File: src/ascc_pkg.sv
// Package for the converter status and first-control block.
// Assumes a 32-bit APB slave at word-aligned byte offsets and a 12-bit core.
package ascc_pkg;

  // Register byte offsets
  localparam logic [11:0] ASCC_OFF_STATUS = 12'h000;
  localparam logic [11:0] ASCC_OFF_CTRL1 = 12'h004;
  localparam logic [11:0] ASCC_OFF_WIN_HIGH = 12'h024;
  localparam logic [11:0] ASCC_OFF_WIN_LOW = 12'h028;
  localparam logic [11:0] ASCC_OFF_PRE_RESULT = 12'h03C;
  localparam logic [11:0] ASCC_OFF_ORD_RESULT = 12'h04C;
  localparam logic [11:0] ASCC_OFF_IRQ_STATUS = 12'h050;
  localparam logic [11:0] ASCC_OFF_IRQ_MASK = 12'h054;

  // Status flag positions
  localparam int ASCC_ST_OOR = 0;
  localparam int ASCC_ST_DONE = 1;
  localparam int ASCC_ST_PRE_DONE = 2;
  localparam int ASCC_ST_PRE_START = 3;
  localparam int ASCC_ST_ORD_START = 4;
  localparam int ASCC_ST_W = 5;

  // First control register field positions
  localparam int ASCC_C1_ORD_WIN = 23;
  localparam int ASCC_C1_PRE_WIN = 22;
  localparam int ASCC_C1_SUB_HI = 15;
  localparam int ASCC_C1_SUB_LO = 13;
  localparam int ASCC_C1_PRE_PART = 12;
  localparam int ASCC_C1_ORD_PART = 11;

  // Reset values
  localparam logic [31:0] ASCC_RST_STATUS = 32'h0000_0000;
  localparam logic [31:0] ASCC_RST_CTRL1 = 32'h0000_0000;
  localparam logic [11:0] ASCC_RST_WIN_HIGH = 12'hFFF;
  localparam logic [11:0] ASCC_RST_WIN_LOW = 12'h000;
  localparam logic [ASCC_ST_W-1:0] ASCC_RST_IRQ_MASK = 5'h00;

  // Partition sub-group size of the preempted group
  localparam logic [4:0] ASCC_PRE_SUB_SIZE = 5'h01;

  // APB answer state
  typedef enum logic [0:0]
  {
    ASCC_BUS_IDLE = 1'b0,
    ASCC_BUS_ANSWER = 1'b1
  } ascc_bus_e;

endpackage

File: src/ascc_top.sv
// Status flags, first control register and partition sequencer of the converter.
// Assumes single-cycle event pulses from the analog core, synchronous to core_clk.
module ascc_top
  import ascc_pkg::*;
#(
  parameter int RES_W = 12,
  parameter int ORD_SEQ_MAX = 16,
  parameter int PRE_SEQ_MAX = 4
)
(
  // Clock and reset
  input wire logic core_clk,
  input wire logic rst,
  // APB slave
  input wire logic psel,
  input wire logic penable,
  input wire logic pwrite,
  input wire logic [11:0] paddr,
  input wire logic [31:0] pwdata,
  output logic [31:0] prdata,
  output logic pready,
  output logic pslverr,
  // Sequence lengths from the sequence registers
  input wire logic [4:0] ord_seq_len,
  input wire logic [2:0] pre_seq_len,
  // Triggers toward the sequencer
  input wire logic ord_trigger,
  input wire logic pre_trigger,
  // Events from the analog core
  input wire logic ord_conv_start,
  input wire logic pre_conv_start,
  input wire logic ord_conv_done,
  input wire logic [RES_W-1:0] ord_conv_result,
  input wire logic pre_conv_done,
  input wire logic [RES_W-1:0] pre_conv_result,
  // Burst commands to the analog core
  output logic ord_launch,
  output logic [4:0] ord_first_index,
  output logic [4:0] ord_channel_count,
  output logic pre_launch,
  output logic [4:0] pre_first_index,
  output logic [4:0] pre_channel_count,
  // Mode levels to the core
  output logic ordinary_partition_enable,
  output logic preempted_partition_enable,
  // Interrupt request
  output logic irq
);

  // Parameters the logic cannot serve are refused at elaboration
  if (RES_W < 1 || RES_W > 12)
  begin : g_bad_res
    $error("ascc_top: RES_W must lie in 1..12");
  end
  if (ORD_SEQ_MAX < 1 || ORD_SEQ_MAX > 16 || PRE_SEQ_MAX < 1 || PRE_SEQ_MAX > 4)
  begin : g_bad_seq
    $error("ascc_top: sequence maxima out of range");
  end

  // Bus handshake state
  ascc_bus_e bus_q; // Answer phase marker
  logic [31:0] prdata_q; // Registered read data
  logic pslverr_q; // Registered error answer
  logic acc_done; // Completing access edge
  logic wr_done; // Completing write
  logic rd_done; // Completing read
  logic mapped; // Address hits a register
  logic [31:0] rd_mux; // Read data before registering

  // Register state
  logic [ASCC_ST_W-1:0] status_q; // Sticky status flags
  logic [ASCC_ST_W-1:0] status_d;
  logic ord_win_en_q; // Ordinary window monitor enable
  logic pre_win_en_q; // Preempted window monitor enable
  logic [2:0] sub_size_q; // Ordinary sub-group size minus one
  logic pre_part_q; // Preempted partition enable
  logic ord_part_q; // Ordinary partition enable
  logic [11:0] win_high_q; // Window high threshold
  logic [11:0] win_low_q; // Window low threshold
  logic [RES_W-1:0] ord_result_q; // Latest ordinary result
  logic [RES_W-1:0] pre_result_q; // Latest preempted result
  logic [ASCC_ST_W-1:0] irq_status_q; // Read-clear interrupt events
  logic [ASCC_ST_W-1:0] irq_mask_q; // Interrupt mask, one enables
  logic irq_q; // Registered interrupt level

  // Event vectors
  logic [ASCC_ST_W-1:0] hw_set; // Hardware set requests per flag
  logic [ASCC_ST_W-1:0] sw_clr; // Software clear requests per flag
  logic ord_out; // Ordinary result outside window
  logic pre_out; // Preempted result outside window

  // Sequencer state
  logic [4:0] ord_pos_q; // Next ordinary sub-group start
  logic [4:0] pre_pos_q; // Next preempted sub-group start
  logic ord_launch_q;
  logic [4:0] ord_first_q;
  logic [4:0] ord_count_q;
  logic pre_launch_q;
  logic [4:0] pre_first_q;
  logic [4:0] pre_count_q;
  logic [4:0] ord_len; // Clamped ordinary length, at least one
  logic [4:0] pre_len; // Clamped preempted length, at least one
  logic [4:0] ord_sub; // Ordinary sub-group size
  logic [4:0] ord_left; // Channels left from current position
  logic [4:0] pre_left;
  logic [4:0] ord_take; // Channels this trigger converts
  logic [4:0] pre_take;

  // Access decode; one wait state gives the slave a full cycle to register data
  assign acc_done = psel && penable && (bus_q == ASCC_BUS_ANSWER);
  assign wr_done = acc_done && pwrite && mapped;
  assign rd_done = acc_done && !pwrite && mapped;

  // Address map
  always_comb
  begin
    mapped = 1'b1;
    rd_mux = 32'h0000_0000; // Reserved bits read zero
    case (paddr)
      ASCC_OFF_STATUS:
      begin
        rd_mux[ASCC_ST_W-1:0] = status_q;
      end
      ASCC_OFF_CTRL1:
      begin
        rd_mux[ASCC_C1_ORD_WIN] = ord_win_en_q;
        rd_mux[ASCC_C1_PRE_WIN] = pre_win_en_q;
        rd_mux[ASCC_C1_SUB_HI:ASCC_C1_SUB_LO] = sub_size_q;
        rd_mux[ASCC_C1_PRE_PART] = pre_part_q;
        rd_mux[ASCC_C1_ORD_PART] = ord_part_q;
      end
      ASCC_OFF_WIN_HIGH:
      begin
        rd_mux[11:0] = win_high_q;
      end
      ASCC_OFF_WIN_LOW:
      begin
        rd_mux[11:0] = win_low_q;
      end
      ASCC_OFF_PRE_RESULT:
      begin
        rd_mux[RES_W-1:0] = pre_result_q;
      end
      ASCC_OFF_ORD_RESULT:
      begin
        rd_mux[RES_W-1:0] = ord_result_q;
      end
      ASCC_OFF_IRQ_STATUS:
      begin
        rd_mux[ASCC_ST_W-1:0] = irq_status_q;
      end
      ASCC_OFF_IRQ_MASK:
      begin
        rd_mux[ASCC_ST_W-1:0] = irq_mask_q;
      end
      default:
      begin
        mapped = 1'b0; // Unmapped: zero data with error
      end
    endcase
  end

  // APB answer: pready rises in the second access cycle
  always_ff @(posedge core_clk)
  begin
    if (rst)
    begin
      bus_q <= ASCC_BUS_IDLE;
      prdata_q <= 32'h0000_0000;
      pslverr_q <= 1'b0;
    end
    else
    begin
      case (bus_q)
        ASCC_BUS_IDLE:
        begin
          if (psel && penable)
          begin
            bus_q <= ASCC_BUS_ANSWER;
            prdata_q <= pwrite ? 32'h0000_0000 : rd_mux;
            pslverr_q <= !mapped;
          end
        end
        ASCC_BUS_ANSWER:
        begin
          bus_q <= ASCC_BUS_IDLE;
          prdata_q <= 32'h0000_0000;
          pslverr_q <= 1'b0;
        end
        default:
        begin
          bus_q <= ASCC_BUS_IDLE;
        end
      endcase
    end
  end

  // Window compare against raw results, independent of alignment
  // A size cast widens narrow results with zeros, and stays legal at RES_W of 12
  assign ord_out = (12'(ord_conv_result) > win_high_q) ||
                   (12'(ord_conv_result) < win_low_q);
  assign pre_out = (12'(pre_conv_result) > win_high_q) ||
                   (12'(pre_conv_result) < win_low_q);

  // Hardware set sources
  always_comb
  begin
    hw_set = '0;
    hw_set[ASCC_ST_ORD_START] = ord_conv_start;
    hw_set[ASCC_ST_PRE_START] = pre_conv_start;
    hw_set[ASCC_ST_PRE_DONE] = pre_conv_done;
    hw_set[ASCC_ST_DONE] = ord_conv_done || pre_conv_done;
    hw_set[ASCC_ST_OOR] = (ord_conv_done && ord_win_en_q && ord_out) ||
                          (pre_conv_done && pre_win_en_q && pre_out);
  end

  // Software clear sources: zero written clears, one written keeps
  always_comb
  begin
    sw_clr = '0;
    if (wr_done && paddr == ASCC_OFF_STATUS)
    begin
      sw_clr = ~pwdata[ASCC_ST_W-1:0];
    end
    if (rd_done && paddr == ASCC_OFF_ORD_RESULT)
    begin
      sw_clr[ASCC_ST_DONE] = 1'b1;
    end
  end

  // Per-flag sticky update; a coincident set wins over the clear
  for (genvar i = 0; i < ASCC_ST_W; i++)
  begin : g_flag
    assign status_d[i] = hw_set[i] || (status_q[i] && !sw_clr[i]);
  end

  // Status register
  always_ff @(posedge core_clk)
  begin
    if (rst)
    begin
      status_q <= ASCC_RST_STATUS[ASCC_ST_W-1:0];
    end
    else
    begin
      status_q <= status_d;
    end
  end

  // First control register; only the implemented fields are stored
  always_ff @(posedge core_clk)
  begin
    if (rst)
    begin
      ord_win_en_q <= ASCC_RST_CTRL1[ASCC_C1_ORD_WIN];
      pre_win_en_q <= ASCC_RST_CTRL1[ASCC_C1_PRE_WIN];
      sub_size_q <= ASCC_RST_CTRL1[ASCC_C1_SUB_HI:ASCC_C1_SUB_LO];
      pre_part_q <= ASCC_RST_CTRL1[ASCC_C1_PRE_PART];
      ord_part_q <= ASCC_RST_CTRL1[ASCC_C1_ORD_PART];
    end
    else if (wr_done && paddr == ASCC_OFF_CTRL1)
    begin
      ord_win_en_q <= pwdata[ASCC_C1_ORD_WIN];
      pre_win_en_q <= pwdata[ASCC_C1_PRE_WIN];
      sub_size_q <= pwdata[ASCC_C1_SUB_HI:ASCC_C1_SUB_LO];
      pre_part_q <= pwdata[ASCC_C1_PRE_PART];
      ord_part_q <= pwdata[ASCC_C1_ORD_PART];
    end
  end

  // Window thresholds
  always_ff @(posedge core_clk)
  begin
    if (rst)
    begin
      win_high_q <= ASCC_RST_WIN_HIGH;
      win_low_q <= ASCC_RST_WIN_LOW;
    end
    else if (wr_done)
    begin
      if (paddr == ASCC_OFF_WIN_HIGH)
      begin
        win_high_q <= pwdata[11:0];
      end
      if (paddr == ASCC_OFF_WIN_LOW)
      begin
        win_low_q <= pwdata[11:0];
      end
    end
  end

  // Result holding registers, loaded at each completion
  always_ff @(posedge core_clk)
  begin
    if (rst)
    begin
      ord_result_q <= '0;
      pre_result_q <= '0;
    end
    else
    begin
      if (ord_conv_done)
      begin
        ord_result_q <= ord_conv_result;
      end
      if (pre_conv_done)
      begin
        pre_result_q <= pre_conv_result;
      end
    end
  end

  // Interrupt events: read clears, a coincident event survives the read
  always_ff @(posedge core_clk)
  begin
    if (rst)
    begin
      irq_status_q <= '0;
      irq_mask_q <= ASCC_RST_IRQ_MASK;
      irq_q <= 1'b0;
    end
    else
    begin
      if (rd_done && paddr == ASCC_OFF_IRQ_STATUS)
      begin
        // Only bits the read returned are cleared; events after the capture survive
        irq_status_q <= (irq_status_q & ~prdata_q[ASCC_ST_W-1:0]) | hw_set;
      end
      else
      begin
        irq_status_q <= irq_status_q | hw_set;
      end
      if (wr_done && paddr == ASCC_OFF_IRQ_MASK)
      begin
        irq_mask_q <= pwdata[ASCC_ST_W-1:0];
      end
      irq_q <= |(irq_status_q & irq_mask_q);
    end
  end

  // Lengths are clamped to the supported range; zero would stall the sequencer
  assign ord_len = (ord_seq_len == 5'h00) ? 5'h01 :
                   (ord_seq_len > 5'(ORD_SEQ_MAX)) ? 5'(ORD_SEQ_MAX) : ord_seq_len;
  assign pre_len = (pre_seq_len == 3'h0) ? 5'h01 :
                   ({2'h0, pre_seq_len} > 5'(PRE_SEQ_MAX)) ? 5'(PRE_SEQ_MAX) :
                   {2'h0, pre_seq_len};
  assign ord_sub = {2'h0, sub_size_q} + 5'h01;
  assign ord_left = (ord_pos_q < ord_len) ? ord_len - ord_pos_q : ord_len;
  assign pre_left = (pre_pos_q < pre_len) ? pre_len - pre_pos_q : pre_len;
  assign ord_take = ord_part_q ? ((ord_sub < ord_left) ? ord_sub : ord_left) : ord_len;
  assign pre_take = pre_part_q ? ASCC_PRE_SUB_SIZE : pre_len;

  // Ordinary sequencer: a partitioned trigger walks the next sub-group
  always_ff @(posedge core_clk)
  begin
    if (rst)
    begin
      ord_pos_q <= 5'h00;
      ord_launch_q <= 1'b0;
      ord_first_q <= 5'h00;
      ord_count_q <= 5'h00;
    end
    else
    begin
      ord_launch_q <= ord_trigger;
      if (!ord_part_q)
      begin
        ord_pos_q <= 5'h00; // Leaving partition mode restarts the walk
      end
      if (ord_trigger)
      begin
        ord_count_q <= ord_take;
        if (ord_part_q)
        begin
          ord_first_q <= (ord_pos_q < ord_len) ? ord_pos_q : 5'h00;
          ord_pos_q <= (ord_left <= ord_sub) ? 5'h00 :
                       ((ord_pos_q < ord_len) ? ord_pos_q : 5'h00) + ord_sub;
        end
        else
        begin
          ord_first_q <= 5'h00;
        end
      end
    end
  end

  // Preempted sequencer: one channel per trigger when partitioned
  always_ff @(posedge core_clk)
  begin
    if (rst)
    begin
      pre_pos_q <= 5'h00;
      pre_launch_q <= 1'b0;
      pre_first_q <= 5'h00;
      pre_count_q <= 5'h00;
    end
    else
    begin
      pre_launch_q <= pre_trigger;
      if (!pre_part_q)
      begin
        pre_pos_q <= 5'h00;
      end
      if (pre_trigger)
      begin
        pre_count_q <= pre_take;
        if (pre_part_q)
        begin
          pre_first_q <= (pre_pos_q < pre_len) ? pre_pos_q : 5'h00;
          pre_pos_q <= (pre_left <= ASCC_PRE_SUB_SIZE) ? 5'h00 :
                       ((pre_pos_q < pre_len) ? pre_pos_q : 5'h00) + ASCC_PRE_SUB_SIZE;
        end
        else
        begin
          pre_first_q <= 5'h00;
        end
      end
    end
  end

  // Outputs, all from flip-flops
  assign prdata = prdata_q;
  assign pready = bus_q == ASCC_BUS_ANSWER;
  assign pslverr = pslverr_q;
  assign ord_launch = ord_launch_q;
  assign ord_first_index = ord_first_q;
  assign ord_channel_count = ord_count_q;
  assign pre_launch = pre_launch_q;
  assign pre_first_index = pre_first_q;
  assign pre_channel_count = pre_count_q;
  assign ordinary_partition_enable = ord_part_q;
  assign preempted_partition_enable = pre_part_q;
  assign irq = irq_q;

endmodule

File: config.mk
export PLATFORM = sky130hd
export DESIGN_NAME = ascc_top
export DESIGN_NICKNAME = d
export VERILOG_FILES = /design/src/ascc_pkg.sv /design/src/ascc_top.sv
export SDC_FILE = /design/constraint.sdc
export NUM_CORES = 1
export LEC_CHECK = 0
export BUFFER_PORTS_ARGS = -buffer_cell sky130_fd_sc_hd__buf_4
export CAP_MARGIN = 5
export CORE_MARGIN = 3
export CORE_UTILIZATION = 35
export CTS_CLUSTER_DIAMETER = 50
export DETAILED_ROUTE_END_ITERATION = 8
export MAX_ROUTING_LAYER = met4
export PLACE_DENSITY = 0.63
export SYNTH_ARGS = -nofsm -noshare
export SYNTH_HDL_FRONTEND = slang
export SYNTH_SLANG_ARGS = --single-unit
File: constraint.sdc
create_clock -name core_clk -period 4.35 [get_ports core_clk]
set_input_delay 0.435 -clock core_clk [delete_from_list [all_inputs] [get_ports core_clk]]
set_output_delay 0.435 -clock core_clk [all_outputs]
set_load 0.02 [all_outputs]
==> metrics.txt <==
status complete, no violations; Top delay family on crit path compound AO/OA/AOI/OAI gates; Die X 149 um; Pwr Density 350 nW/um^2; worst-skew pair later-pin latency 0.42 ns; number of nets in the layout 1063; RSZ-0062 raised after global routing no; length of the first detailed-routing pass in iterations 8; worst hold slack 0.221 ns; Port-buffer cells 115; postcts setup bufs 0; actual transition at the worst max-transition pin 1.07 ns; critical path start-end classification flip-flop to flip-flop; global routing usage summed across all routing layers 18.9%; cell mode on critical path o21a_1; vias in the first global route 6023; Initial Util 36.0%; CP Cell Sequence inv_1 -> ha_1 -> and3_1 -> a31oi_1 -> o31a_1 -> buf_4 -> mux2_2 -> ha_1 -> o21a_1 -> o21a_1 -> o21a_1 -> or4_1 -> and3_1; final critical-path share of the clock period 82.0%; count of flip-flops with a built-in enable after synthesis 0; Fin. Hold Viols 0; Final GP Congestion 0.879; count of buffering cells on the critical path with inverters included 2; synthesized-area fraction occupied by and/or/nand/nor cells 19.3%; share of layout cells above drive strength 1 18.9%; DP HPWL 15200 um; proportion of total power due to net switching 25.1%; number of library cell types mapped by synthesis 66; Syn Inst Count 811; TritonCTS sink count 121; cell type with the largest total area after synthesis dfxtp_1; leading register cell type out of synthesis dfxtp_1; Critical Path Slowest Stage Cell or4_1; total cell area at the placement stage 8110 um^2; die height 149 um; Min Clock Period, post-route 3.57 ns; clock tree from TritonCTS built; clock network fraction of design power 52.1%; longest individual stage delay on the worst path 0.53 ns; Final Max Tran Viols 0; kind of start point of the critical path flip-flop; GRT Residual Overflow 0; Synth area leaders dfxtp_1 34%, ha_1 11%, mux2i_1 7.2%; drt initial violations 416; Max Cap Violations 0; arrival time worst endpoint 3.88 ns; post-synthesis sequential element count 121; dominant combinational cell family by area after synthesis simple AND/OR/NAND/NOR gates; Post-route DRC 0; class of the tightest hold or removal check input port to flip-flop; Achievable Freq 280 MHz; leakage power figure 3.67 nW; Seq pwr share 37.5%; first-pass GRT wire length 32300 um; number of buffers inserted for hold repair after clock tree synthesis 0; summed area of non-filler cells in the final layout 8780 um^2; total clock buffers created by CTS 17; clock skew after layout 0.00632 ns; Post-synth ARST share 0%; P_sw 0.772 mW; Floorplan Core Area 19700 um^2; total die area 22100 um^2; routed vias 6307; highest fanout seen on the critical path 12; warnings from Yosys 0; remaining antenna violation count 0; share of the yosys chip area belonging to registers 34.1%; CP endpoint kind flip-flop; Power Internal 2.30 mW; most used standard cell by instance count after synthesis dfxtp_1; Clock H-tree levels 4; Synth Area in Adders 12.1%; post-synthesis to final-layout area growth 23.5%; post_cts resized 0; Placement Rows 51; maximum vdd drop 0.000276 V; clock root cell clkbuf_16; Clock transition at path regs 0.06 ns; Vias per Instance 5.31; reg-to-reg setup timing slack 0.78 ns; Longest Clk Path Bufs 2; Setup TNS 0 ns; average wire length per cell after detail routing 17.1 um; count of antenna diodes in the layout 0; mux share of post-synthesis cell area 8.66%; share of the synthesized area in compound gates (AO/OA/AOI/OAI) 17.8%; Synth Cell Area 7110 um^2; initial antenna violation count 0; Data required, critical path 4.67 ns; wire length after detailed routing 20300 um; fraction of post-synthesis cell area in the top cell type by area 34.1%; combinational share of power 10.5%; leading cell types by count after synthesis 121 x dfxtp_1, 114 x nor2_1, 64 x ha_1; number of ports placed on the die boundary 146; maximum number of pins on one net before global-route repair 68; slew margin rel. 28.0%; Mean Syn Cell Area 8.76 um^2; xor and xnor fraction of the mapped netlist area 1.11%; Setup-failing EPs final 0
## layout by cell type (no fill, tap or decap), types with 13 or more instances in the layout
| cell | count |
|---|---|
| clkbuf_16 | 17 |
| nand3_1 | 27 |
| a22oi_1 | 14 |
| o21ai_0 | 14 |
| dfxtp_1 | 121 |
| a211o_1 | 17 |
| mux2i_1 | 51 |
| a21oi_1 | 52 |
| nor2_1 | 114 |
| conb_1 | 16 |
| buf_4 | 123 |
| nor2b_1 | 13 |
| inv_1 | 47 |
| ha_1 | 64 |
| nand2_1 | 33 |
## power groups by stage
stage	registers, mW	clock network [mW]	logic, mW
finish	1.15	1.60	0.322
floorplan	1.18	0	0.200
global route	1.15	1.67	0.359
detailed placement	1.17	0	0.321
global placement	1.17	0	0.318
CTS	1.15	1.62	0.323
## sequential cells by signal, summed over array words and instances (netlist names), 3 cells and up
name               flops
irq_mask_q             5
irq_status_q           5
ord_channel_count      5
ord_first_index        5
ord_pos_q              5
ord_result_q          12
prdata                18
pre_channel_count      3
pre_first_index        5
pre_pos_q              5
pre_result_q          12
status_q               5
sub_size_q             3
win_high_q            12
win_low_q             12
## layer usage
layer | global-route usage [%] | share of wire (%)
met5 | - | 0
met4 | 6.28 | 1.6
met3 | 4.14 | 7.3
met2 | 28.6 | 45
met1 | 25.1 | 46
## worst register-to-register path, stage by stage, from the launching register on
cell and delay [ns]:
dfxtp_1 0.36, inv_1 0.06, ha_1 0.34, and3_1 0.20, a31oi_1 0.16, o31a_1 0.20
buf_4 0.19, mux2_2 0.36, ha_1 0.30, o21a_1 0.11, o21a_1 0.16, o21a_1 0.31
or4_1 0.54, and3_1 0.17
## area by class of cell
class | count | area, um^2
inverter | 47 | 176
tap | 265 | 332
multi-input combinational | 599 | 4260
fill | 1974 | 10900
sequential | 121 | 2420
clock buffer | 17 | 425
clock inverter | 15 | 239
timing repair buffer | 123 | 923
## cells by family after synthesis
kind of cell,Yosys count
and+or+nand+nor,266
AOI/OAI and AO/OA,181
DFF,121
buffers and inverters,106
adders and majority gates,67
muxes,60
xor gates and xnor gates,9
other,1
## worst paths after layout
| path | endpoint | depth (start not counted) | start |
|---|---|---|---|
| worst min-delay path | win_high_q[7]$_SDFFE_PP1P_ | 2 | pwdata[7] |
| worst max-delay path | ord_channel_count[2]$_SDFFE_PP0P_ | 13 | ord_pos_q[3]$_SDFF_PP0_ |
| worst min register to register | ord_first_index[4]$_SDFFE_PP0P_ | 2 | ord_first_index[4]$_SDFFE_PP0P_ |
| worst max register to register | ord_channel_count[2]$_SDFFE_PP0P_ | 13 | ord_pos_q[3]$_SDFF_PP0_ |
## per-stage QoR
step	utilization [%]	cells	power (mW)	worst slack [ns]
finish	44.5	1187	3.07	0.782
global route	44.5	1187	3.18	0.555
CTS	44.5	1187	3.10	0.780
detailed placement	41.1	1155	1.49	0.407
global placement	41.1	1155	1.49	0.479
floorplan	-	826	1.38	0.761
Power figures use the tool's default switching activity.
